[config.mk]
export PLATFORM = sky130hd
export DESIGN_NAME = scan_controller_end_flat
export DESIGN_NICKNAME = d
export VERILOG_FILES = /design/src/design/scan_pkg.sv /design/src/design/scan_link_if.sv /design/src/design/scan_controller_end.sv /design/src/flat_wrapper.sv
export SDC_FILE = /design/constraint.sdc
export NUM_CORES = 1
export LEC_CHECK = 0
export BUFFER_PORTS_ARGS = -buffer_cell sky130_fd_sc_hd__buf_4
export CORE_ASPECT_RATIO = 0.6
export CORE_MARGIN = 2
export CORE_UTILIZATION = 30
export CTS_CLUSTER_DIAMETER = 80
export CTS_CLUSTER_SIZE = 20
export DETAILED_ROUTE_END_ITERATION = 10
export PLACE_DENSITY = 0.54
export SLEW_MARGIN = 20
export SYNTH_ARGS = -nofsm -noshare
export SYNTH_HDL_FRONTEND = slang
export SYNTH_SLANG_ARGS = --single-unit
[constraint.sdc]
create_clock -name clk -period 4.5 [get_ports clk]
set_clock_uncertainty 0.15 [all_clocks]
set_input_delay 0.9 -clock clk [delete_from_list [all_inputs] [get_ports clk]]
set_output_delay 0.9 -clock clk [all_outputs]
set_load 0.01 [all_outputs]
[src/design/scan_pkg.sv]
// shared constants for the linear array scan sequencer and its controller
package scan_pkg;
    localparam int PIXELS_SECTION   = 384;      // one section read alone
    localparam int PIXELS_CASCADE   = 768;      // both sections in series
    localparam int SETUP_CLOCKS     = 18;       // clocks spent resetting the integrators
    localparam int PIXEL_WIDTH      = 12;       // width of a digitised pixel level
    localparam int CLK_MHZ          = 25;       // system clock rate
    localparam int ARRAY_CLK_MAX_MHZ = 8;       // fastest legal array clock
    localparam int TQT_NS           = 20000;    // charge transfer wait, ns
    localparam int TQT_CYCLES       = (TQT_NS * CLK_MHZ + 999) / 1000;
    localparam int MAX_PERIOD_MS    = 100;      // longest start to start interval
    localparam int MAX_PERIOD_CYCLES = MAX_PERIOD_MS * CLK_MHZ * 1000;
    localparam int MIN_HALF_CYCLES  = (CLK_MHZ + 2 * ARRAY_CLK_MAX_MHZ - 1)
                                      / (2 * ARRAY_CLK_MAX_MHZ);
    localparam int HALF_CYCLES      = 4;        // default array clock half period
    localparam int PERIOD_WIDTH     = 22;       // wide enough for the 100 ms count
endpackage : scan_pkg

[src/design/scan_link_if.sv]
// link between the array end and the controller end
`timescale 1ns/1ps
interface scan_link_if #(
    parameter int W = scan_pkg::PIXEL_WIDTH
);
    logic         arrayClk;        // array clock, made by the controller
    logic         startPulse;      // scan start and hold strobe, one signal
    logic [W-1:0] pixelVoltageOut; // digitised stand-in for the analog output
    logic         pixelOutEn;      // high while the output is driven

    modport sensor (
        input  arrayClk,
        input  startPulse,
        output pixelVoltageOut,
        output pixelOutEn
    );
    modport controller (
        output arrayClk,
        output startPulse,
        input  pixelVoltageOut,
        input  pixelOutEn
    );
endinterface : scan_link_if

[src/design/scan_controller_end.sv]
// controller end: makes the array clock and start strobe, collects pixels
//
// How it works
// - integration is start-to-hold minus eighteen clocks
// - start and hold are one common strobe
// - start pulse at clock edge begins scan
// - at least pixel count plus one clocks
// - extra wait allowed, start interval at most 100 ms
// - start latches all pixels, shows first
// - each clock advances to next pixel
// - integrators held reset start plus 17 clocks
// - nineteenth clock releases all integrators together
// - pixel resumes sampling clock after output, not before the nineteenth
// - clock n+1: last pixel samples, output floats
// - wait 20 us transfer after n+1 clocks
// - integration at least minimum computed period
// - flush first frame after power up
// - park array clock low while idle
// - previous frame shifts out during integration
// - keep period in range, shorten on saturation
// - pixel stands whole clock, sample inside it
// - array clock never above 8 MHz
// - start returns low before next rising edge
`timescale 1ns/1ps
module scan_controller_end #(
    parameter int N          = scan_pkg::PIXELS_CASCADE,  // pixel count
    parameter int W          = scan_pkg::PIXEL_WIDTH,     // pixel level width
    parameter int HALF       = scan_pkg::HALF_CYCLES,     // array clock half period
    parameter int MAX_PERIOD = scan_pkg::MAX_PERIOD_CYCLES, // longest start interval
    parameter int TQT        = scan_pkg::TQT_CYCLES,      // charge transfer wait
    parameter logic [W-1:0] SAT_LEVEL = {W{1'b1}}         // level taken as saturated
) (
    input  wire logic                  clk,          // system clock
    input  wire logic                  nrst,         // async reset, active low
    scan_link_if.controller            link,         // link to the array
    input  wire logic                  runEnable,    // high: scan continuously
    input  wire logic                  periodLoad,   // pulse: take periodIn
    input  wire logic [scan_pkg::PERIOD_WIDTH-1:0] periodIn, // wanted interval, cycles
    output logic [W-1:0]               pixelData,    // captured pixel level
    output logic [$clog2(N)-1:0]       pixelIndex,   // index of pixelData
    output logic                       pixelValid,   // pulse: pixelData is new
    output logic                       frameDone,    // pulse: last pixel captured
    output logic                       flushing,     // high while power-up frame runs
    output logic [scan_pkg::PERIOD_WIDTH-1:0] periodNow // interval in force
);
    localparam int PW = scan_pkg::PERIOD_WIDTH;
    localparam int CW = $clog2(N + 1);
    localparam int HW = $clog2(2 * HALF);
    localparam int TW = $clog2(TQT + 1);
    localparam logic [PW-1:0] MIN_CYC = PW'((N + 1) * 2 * HALF + TQT);
    localparam logic [PW-1:0] MAX_CYC = PW'(MAX_PERIOD);
    localparam logic [HW-1:0] PH_RISE = HW'(HALF);
    localparam logic [HW-1:0] PH_END  = HW'(2 * HALF - 1);
    localparam logic [CW-1:0] LAST    = CW'(N);
    localparam int            IW      = $clog2(N);

    typedef enum {IDLE, START, SHIFT, WAIT} state_type;

    state_type      state_reg, state_next;
    logic [HW-1:0]  phase_reg, phase_next;
    logic [CW-1:0]  edge_reg, edge_next;
    logic [PW-1:0]  periodCnt_reg, periodCnt_next;
    logic [TW-1:0]  tqt_reg, tqt_next;
    logic [PW-1:0]  period_reg, period_next;
    logic           start_reg, start_next;
    logic           aclk_reg, aclk_next;
    logic [W-1:0]   data_reg, data_next;
    logic [$clog2(N)-1:0] index_reg, index_next;
    logic           valid_reg, valid_next;
    logic           done_reg, done_next;
    logic           flush_reg, flush_next;
    logic           sat_reg, sat_next;
    logic [PW-1:0]  target;

    // the fastest clock the array accepts bounds the divider
    initial begin
        if (HALF < scan_pkg::MIN_HALF_CYCLES) begin
            $error("array clock half period too short");
        end
    end

    // interval clamped between the minimum cycle time and 100 ms
    always_comb begin
        if (period_reg < MIN_CYC) begin
            target = MIN_CYC;
        end else if (period_reg > MAX_CYC) begin
            target = MAX_CYC;
        end else begin
            target = period_reg;
        end
    end

    // scan sequencing
    always_comb begin
        state_next     = state_reg;
        phase_next     = phase_reg;
        edge_next      = edge_reg;
        periodCnt_next = (periodCnt_reg == '1) ? periodCnt_reg : periodCnt_reg + 1'h1;
        tqt_next       = tqt_reg;
        period_next    = periodLoad ? periodIn : period_reg;
        start_next     = start_reg;
        aclk_next      = aclk_reg;
        data_next      = data_reg;
        index_next     = index_reg;
        valid_next     = 1'h0;
        done_next      = 1'h0;
        flush_next     = flush_reg;
        sat_next       = sat_reg;
        case (state_reg)
            IDLE: begin
                aclk_next = 1'h0;
                if (runEnable) begin
                    state_next = START;
                    phase_next = '0;
                    start_next = 1'h1;                   // one strobe for start and hold
                end
            end
            START: begin
                // start is set up while the clock is low, then the clock rises on it
                phase_next = phase_reg + 1'h1;
                if (phase_reg == PH_RISE - 1'h1) begin
                    aclk_next      = 1'h1;
                    periodCnt_next = '0;
                    edge_next      = '0;
                    sat_next       = 1'h0;
                    state_next     = SHIFT;
                    phase_next     = PH_RISE;
                end
            end
            SHIFT: begin
                phase_next = (phase_reg == PH_END) ? '0 : phase_reg + 1'h1;
                aclk_next  = (phase_next >= PH_RISE);
                // sample just before the next rise: the array shows a pixel about five
                // cycles after its rise because of its pin filters, so an earlier window
                // would still see the previous pixel; needs HALF of three or more
                if (phase_reg == PH_RISE - 1'h1) begin
                    data_next  = link.pixelVoltageOut;
                    index_next = IW'(edge_reg - 1'h1);   // pixel of the last rise
                    valid_next = !flush_reg;
                    if (link.pixelVoltageOut >= SAT_LEVEL) begin
                        sat_next = 1'h1;
                    end
                end
                if (phase_reg == PH_END) begin
                    start_next = 1'h0;
                    if (edge_reg == LAST) begin
                        // n+1 edges given; clock parks low for the transfer wait
                        aclk_next  = 1'h0;
                        state_next = WAIT;
                        tqt_next   = '0;
                        done_next  = !flush_reg;
                        flush_next = 1'h0;
                        if (sat_reg) begin
                            period_next = period_reg >> 1;
                        end
                    end else begin
                        edge_next = edge_reg + 1'h1;
                    end
                end
            end
            WAIT: begin
                aclk_next = 1'h0;
                if (tqt_reg != TW'(TQT)) begin
                    tqt_next = tqt_reg + 1'h1;
                end
                // next start only after the transfer and the chosen interval; the extra
                // one keeps start-to-start equal to target above the minimum and one over it at the minimum, so 100 ms is never passed
                if (tqt_reg == TW'(TQT) && periodCnt_reg + PW'(HALF + 1) >= target) begin
                    state_next = runEnable ? START : IDLE;
                    phase_next = '0;
                    start_next = runEnable;
                end
            end
            default: begin
                state_next = IDLE;
                aclk_next  = 1'h0;
                start_next = 1'h0;
            end
        endcase
    end

    // one register stage for all sequencing state
    always_ff @(posedge clk or negedge nrst) begin
        if (!nrst) begin
            state_reg     <= IDLE;
            phase_reg     <= '0;
            edge_reg      <= '0;
            periodCnt_reg <= '0;
            tqt_reg       <= '0;
            period_reg    <= '0;
            start_reg     <= 1'h0;
            aclk_reg      <= 1'h0;
            data_reg      <= '0;
            index_reg     <= '0;
            valid_reg     <= 1'h0;
            done_reg      <= 1'h0;
            flush_reg     <= 1'h1;
            sat_reg       <= 1'h0;
        end else begin
            state_reg     <= state_next;
            phase_reg     <= phase_next;
            edge_reg      <= edge_next;
            periodCnt_reg <= periodCnt_next;
            tqt_reg       <= tqt_next;
            period_reg    <= period_next;
            start_reg     <= start_next;
            aclk_reg      <= aclk_next;
            data_reg      <= data_next;
            index_reg     <= index_next;
            valid_reg     <= valid_next;
            done_reg      <= done_next;
            flush_reg     <= flush_next;
            sat_reg       <= sat_next;
        end
    end

    assign link.arrayClk   = aclk_reg;
    assign link.startPulse = start_reg;
    assign pixelData       = data_reg;
    assign pixelIndex      = index_reg;
    assign pixelValid      = valid_reg;
    assign frameDone       = done_reg;
    assign flushing        = flush_reg;
    assign periodNow       = target;
endmodule : scan_controller_end

[src/flat_wrapper.sv]
// flat-port wrapper written by rule: the top's interface ports become plain ports
module scan_controller_end_flat 
#(
    parameter int N          = scan_pkg::PIXELS_CASCADE,                
    parameter int W          = scan_pkg::PIXEL_WIDTH,                         
    parameter int HALF       = scan_pkg::HALF_CYCLES,                               
    parameter int MAX_PERIOD = scan_pkg::MAX_PERIOD_CYCLES,                          
    parameter int TQT        = scan_pkg::TQT_CYCLES,                             
    parameter logic [W-1:0] SAT_LEVEL = {W{1'b1}}                                    
)
  (clk, nrst, runEnable, periodLoad, periodIn, pixelData, pixelIndex, pixelValid, frameDone, flushing, periodNow, link_arrayClk, link_startPulse, link_pixelVoltageOut, link_pixelOutEn);
  scan_link_if #(.W(W)) link_i ();
  input  wire logic clk;
  input  wire logic nrst;
  input  wire logic runEnable;
  input  wire logic periodLoad;
  input  wire logic [scan_pkg::PERIOD_WIDTH-1:0] periodIn;
  output logic [W-1:0] pixelData;
  output logic [$clog2(N)-1:0] pixelIndex;
  output logic pixelValid;
  output logic frameDone;
  output logic flushing;
  output logic [scan_pkg::PERIOD_WIDTH-1:0] periodNow;
  output wire logic [$bits(link_i.arrayClk)-1:0] link_arrayClk;
  output wire logic [$bits(link_i.startPulse)-1:0] link_startPulse;
  input wire logic [$bits(link_i.pixelVoltageOut)-1:0] link_pixelVoltageOut;
  input wire logic [$bits(link_i.pixelOutEn)-1:0] link_pixelOutEn;
  assign link_arrayClk = link_i.arrayClk;
  assign link_startPulse = link_i.startPulse;
  assign link_i.pixelVoltageOut = link_pixelVoltageOut;
  assign link_i.pixelOutEn = link_pixelOutEn;
  scan_controller_end #(.N(N), .W(W), .HALF(HALF), .MAX_PERIOD(MAX_PERIOD), .TQT(TQT), .SAT_LEVEL(SAT_LEVEL)) u_core (.clk(clk), .nrst(nrst), .link(link_i), .runEnable(runEnable), .periodLoad(periodLoad), .periodIn(periodIn), .pixelData(pixelData), .pixelIndex(pixelIndex), .pixelValid(pixelValid), .frameDone(frameDone), .flushing(flushing), .periodNow(periodNow));
endmodule
**Word-level counts from Yosys, hierarchy flattened**

Cells that the tools add are included.

- Input port bits: 39
- Memories kept: 0
- Bits in read-only memories: 0
- Bits in latches: 0
- Output and inout port bits: 49
- Bits in registers: 126
- Logic and storage cells: 105
- Memory bits (writable): 0

- Add/sub/neg operators: 6
- $mul: 0
- Bitwise logic cells: 1
- Magnitude comparators: 5
- Eq/ne operators: 18
- Div/mod/pow operators: 0
- Mux-type cells: 47
- Reduce and logical (&&, ||, !) cells: 14
- Shift-type cells: 0

Operators with widths:

| kind | number |
|---|---|
| 2-to-1 mux 22 bit | 10 |
| 2-to-1 mux 32 bit | 5 |
| one-hot mux 32 bit (4 select lines) | 1 |
| equality test 32 x 2 -> 1 bit, second input constant | 2 |
| equality test 32 x 1 -> 1 bit, second input constant | 1 |
| zero test 32 bit | 1 |
| 2-to-1 mux 10 bit | 3 |
| 2-to-1 mux 9 bit | 3 |
| adder 22 x 1 -> 22 bit, second input constant | 1 |
| adder 22 x 3 -> 22 bit, second input constant | 1 |
| equality test 22 bit, second input constant | 1 |
| greater-or-equal comparator 22 bit | 1 |
| greater-than comparator 22 bit, second input constant | 1 |
| less-than comparator 22 x 13 -> 1 bit, second input constant | 1 |
| one-hot mux 10 bit (2 select lines) | 1 |
| one-hot mux 9 bit (2 select lines) | 1 |
| AND reduction 4 bit | 4 |
| 2-to-1 mux 1 bit | 15 |
| inequality test 2 x 1 -> 1 bit, second input constant | 7 |
| greater-or-equal comparator 12 bit, second input constant | 1 |
| 2-to-1 mux 3 bit | 4 |
| one-hot mux 3 bit (4 select lines) | 1 |
| adder 10 x 1 -> 10 bit, second input constant | 1 |
| equality test 10 bit, second input constant | 1 |
| other kinds (19) | 23 |

**Longest topological paths before layout**

- Word-level depth: 7
- Depth in mapped cells: 14

**Worst setup path after synthesis**

Ideal clock, no wire load.

- Path type: register to register
- From: register u_core.period_reg[20]
- To: register u_core.state_reg[1]
- Data required time: 4225 ps
- Stages on the path, launching flop included: 15
- Setup slack: 730 ps
- Library setup time: 125 ps
- Arrival time: 3496 ps
- Cells stage by stage: dfrtp_1 or2_1 or4_4 nor4_2 nand4_1 a21oi_2 buf_4 nand2_1 ha_1 a21oi_1 o21ai_0 a221o_1 a2111o_1 nor4b_2 mux2_2

- Longest elaborated chain between the ends: 7
- Elaborated cells between the ends (all ways): 8

RTL lines:

| what | line | RTL |
|---|---|---|
| start, declared | scan_controller_end.sv:64 | `logic [PW-1:0] period_reg, period_next;` |
| start signal, assigned | scan_controller_end.sv:205 | `period_reg <= period_next;` |
| greater-than comparator 22 bit | scan_controller_end.sv:86 | `end else if (period_reg > MAX_CYC) begin` |
| 2-to-1 mux 22 bit | scan_controller_end.sv:86 |  |
| 2-to-1 mux 22 bit (*) | scan_controller_end.sv:84 | `if (period_reg < MIN_CYC) begin` |
| greater-or-equal comparator 22 bit (*) | scan_controller_end.sv:168 | `if (tqt_reg == TW'(TQT) && periodCnt_reg + PW'(HALF + 1) >= target) begin` |
| logical AND 1 bit (*) | scan_controller_end.sv:168 |  |
| inequality test 2 x 1 -> 1 bit (no line) (*) | n/a |  |
| AND reduction 5 bit (no line) (*) | n/a |  |
| end signal, assigned | scan_controller_end.sv:200 | `state_reg <= state_next;` |
| end, declared | scan_controller_end.sv:59 | `state_type state_reg, state_next;` |

Every way passes the cells marked *; elsewhere a longest branch is shown, timed or not.
A chain may end at the register's enable or synchronous reset.

**Worst setup path in the final report**

- From: register u_core.period_reg[20]
- To: register u_core.phase_reg[0]

- Longest elaborated chain between the ends: 7
- Elaborated cells between the ends (all ways): 8

RTL lines:

| what | line | RTL |
|---|---|---|
| greater-than comparator 22 bit | scan_controller_end.sv:86 |  |
| 2-to-1 mux 22 bit | scan_controller_end.sv:86 |  |
| 2-to-1 mux 22 bit (*) | scan_controller_end.sv:84 |  |
| greater-or-equal comparator 22 bit (*) | scan_controller_end.sv:168 |  |
| logical AND 1 bit (*) | scan_controller_end.sv:168 |  |
| inequality test 2 x 1 -> 1 bit (no line) (*) | n/a |  |
| AND reduction 3 bit (no line) (*) | n/a |  |
| end signal, assigned | scan_controller_end.sv:201 | `phase_reg <= phase_next;` |
| end, declared | scan_controller_end.sv:60 | `logic [HW-1:0] phase_reg, phase_next;` |

Marked as above.

==> metrics.csv <==
metric;value;unit
post-synthesis compound-gate area fraction;0.127;
Pwr Density;475;nW/µm²
synth unique cells;58;
Yosys warning count;0;
# setup viols final;0;
Ant. Diodes;0;
crit-path max FO;11;
Worst Setup End Kind;flip-flop;
XOR/XNOR Fraction of Synth Area;0.0735;
largest family of logic cells by synthesized area;simple AND/OR/NAND/NOR gates;
hold buffers post-CTS;0;
crit-path max cell delay;510;ps
RSZ-0062 raised after global routing;no;
Adder-Cell Fraction of Synth Area;0.0735;
GPL Wtd Cong;0.877;
vias in the first global route;4431;
H-tree depth;3;
area of the core;19200;µm²
initial antenna violation count;0;
post-route setup slack;236;ps
clk buf depth;2;
CTS Buf Count;9;
CP cell instances;or2_1 > or4_4 > nor4_2 > nand4_1 > a21oi_4 > nand2_1 > ha_1 > a21oi_1 > o21ai_0 > a221o_1 > a2111o_1 > nand2_1 > mux2_2;
Slowest-stage cell, CP;a2111o_1;
Period minus WS final;4260;ps
mean post-synth cell area;9.08;µm²
Clock transition at path regs;80;ps
dpl ws;194;ps
Max-cap violations;0;
# DRC;0;
multiplexer area fraction after synthesis;0.0655;
Syn Inst Count;656;
CTS tree;built;
Synth top area share;0.399;
share of cells above drive strength 1;0.190;
most used cell, CP;nand2_1;
headroom to the max-slew limit;0.369;
GRT overflow;0;
Via Count;4847;
worst path bufs/invs;0;
Static Leak;3.38;nW
Routed WL;15500;µm
Arr. time, crit path;4360;ps
nets;802;
maximum VDD drop;261;µV
Async S/R FF share, synth;1.00;
clock sink total;96;
Req. time, crit path;4590;ps
Die X-Extent;186;µm
Antenna Nets Post-Route;0;
worst slew pin tran;946;ps
Post-synth EDFFs;0;
clock root cell;clkbuf_16;
# resized after CTS;0;
Port Buf Inserts;86;
total power draw;0.00340;W
run status;complete, no violations;
Mapped Nets;730;
initial core utilization;0.310;
fin crit share;0.948;
TritonRoute pass-1 iters;5;
fillers;2004;
final hold violation count;0;
simple-gate share of the synthesized area;0.218;
Setup Fix Bufs, Post-CTS;0;
Syn-to-layout area delta;20.2;%
synthesized cell area;5960;µm²
IO Count;88;
largest net degree at the start of global routing;56;
CP delay by family, top;simple AND/OR/NAND/NOR gates;
area leader, netlist;dfrtp_1;
die area;21000;µm²
#FFs+latches synth;96;
die height;113;µm
CP Launch Type;flip-flop;
post-detail-place hpwl;11600;µm
top_reg_cell synth;dfrtp_1;
Hold WC Path Type;reg -> reg;
first-pass GRT wire length;25100;µm
Seq/Total Area, Yosys;0.403;
Crit Path Class;reg -> reg;
clk_lat worst skew;360;ps
Pins Over Slew Limit;0;
FP Rows;39;
Starting DRT DRC Count;342;
ranking of synthesized cells by area;dfrtp_1 40%, ha_1 7.3%, nor2_1 4.5%;
Fmax;0.235;GHz
average wire per standard cell;15.5;µm
setup TNS;0;ps
vias per inst;4.85;
Total GRT Usage;0.153;
[area by class of cell]
type                       count  area (µm²)  area share
inverter                      27         101      0.0141
sequential                    96        2400       0.335
clock buffer                   9         225      0.0314
multi-input combinational    503        3340       0.466
tap                          266         333      0.0465
clock inverter                 7        81.3      0.0114
timing repair buffer          91         683      0.0954
[where the power goes]
part	leakage, nW	switching, W	internal [W]
Combinational	2.01	0.000746	0.000601
Sequential	1.22	0.000201	0.00105
Clock	0.150	0.000406	0.000400
Total	3.38	0.00135	0.00205
[routing by layer]
| metal | track usage | up-vias | wire (µm) |
|---|---|---|---|
| li1 | - | 2437 | - |
| met1 | 0.253 | 2274 | 8550 |
| met5 | 0 | - | 0 |
| met4 | 0.0315 | 0 | 139 |
| met2 | 0.193 | 125 | 5740 |
| met3 | 0.0373 | 11 | 1050 |
[layout by cell type (no fill, tap or decap), drive strengths merged, types with 5 or more instances in the layout]
cell type | netlist | final
a21o | 8 | 8
and2 | 12 | 12
nor2 | 71 | 71
nand2b | 12 | 12
buf | 11 | 91
nor3 | 8 | 8
or2 | 5 | 5
mux2i | 21 | 21
and3 | 8 | 8
nand3 | 29 | 29
dfrtp | 95 | 95
xnor2 | 26 | 26
o21ai | 34 | 34
ha | 35 | 35
nand2 | 68 | 68
nor4 | 11 | 11
xor2 | 24 | 24
nand4 | 15 | 15
mux2 | 16 | 16
a22o | 9 | 9
a21oi | 43 | 43
clkbuf | 19 | 9
a211oi | 7 | 7
inv | 27 | 32
[worst register-to-register path, delay by kind of cell (launching register included)]
| family | cells | cell delay, ps |
|---|---|---|
| flip-flops | 1 | 410 |
| adder cells (fa/ha/maj) | 1 | 310 |
| multiplexers | 1 | 340 |
| AND/OR/NAND/NOR | 6 | 1500 |
| AO/OA/AOI/OAI | 5 | 1450 |
[cell usage after synthesis, types with 2 or more instances]
cell	number
nand4b_1	2
mux2_2	16
dfrtp_1	95
and3_1	8
buf_2	8
o2bb2ai_1	2
or2_2	4
xor2_1	24
clkbuf_1	19
o21ai_0	34
and2_1	12
nor3_1	8
or3_1	3
a22o_1	9
and4_1	4
a21o_1	8
ha_1	35
nor4_2	2
nand3_1	29
nor2_1	71
mux2i_1	21
xnor2_1	26
nor2b_1	4
a21oi_1	42
nand4_1	15
inv_1	27
o211ai_1	2
nor4_1	8
nand2b_1	12
and2b_1	3
nand2_1	68
a31oi_1	2
a211oi_1	7
buf_4	2
[through the flow]
step	hold WS, ps	std cells	cell area [µm²]	util
2_1_floorplan	310	656	5960	-
4_1_cts	349	999	7150	0.372
3_3_place_gp	325	983	6850	0.356
3_5_place_dp	326	983	6850	0.356
5_1_grt	364	999	7160	0.373
6_report	345	999	7160	0.373
[cell families after synthesis]
group,Yosys count
buf+inv,57
mux,37
flops,96
compound gates,121
simple gates,260
fa+ha+maj,35
xor+xnor,50
[final timing paths]
check	start	to	slack, ps	cells after the start
setup / recovery	u_core.period_reg[20]	u_core.phase_reg[0]	240	13
min in group asynchronous	nrst	u_core.period_reg[2]	450	1
hold reg to reg	u_core.pixelIndex[9]	u_core.pixelIndex[9]	350	2
max in group asynchronous	nrst	u_core.flushing	2900	2
setup reg to reg	u_core.period_reg[20]	u_core.phase_reg[0]	240	13
hold / removal	u_core.pixelIndex[9]	u_core.pixelIndex[9]	350	2
(Power assumes the default switching activity.)
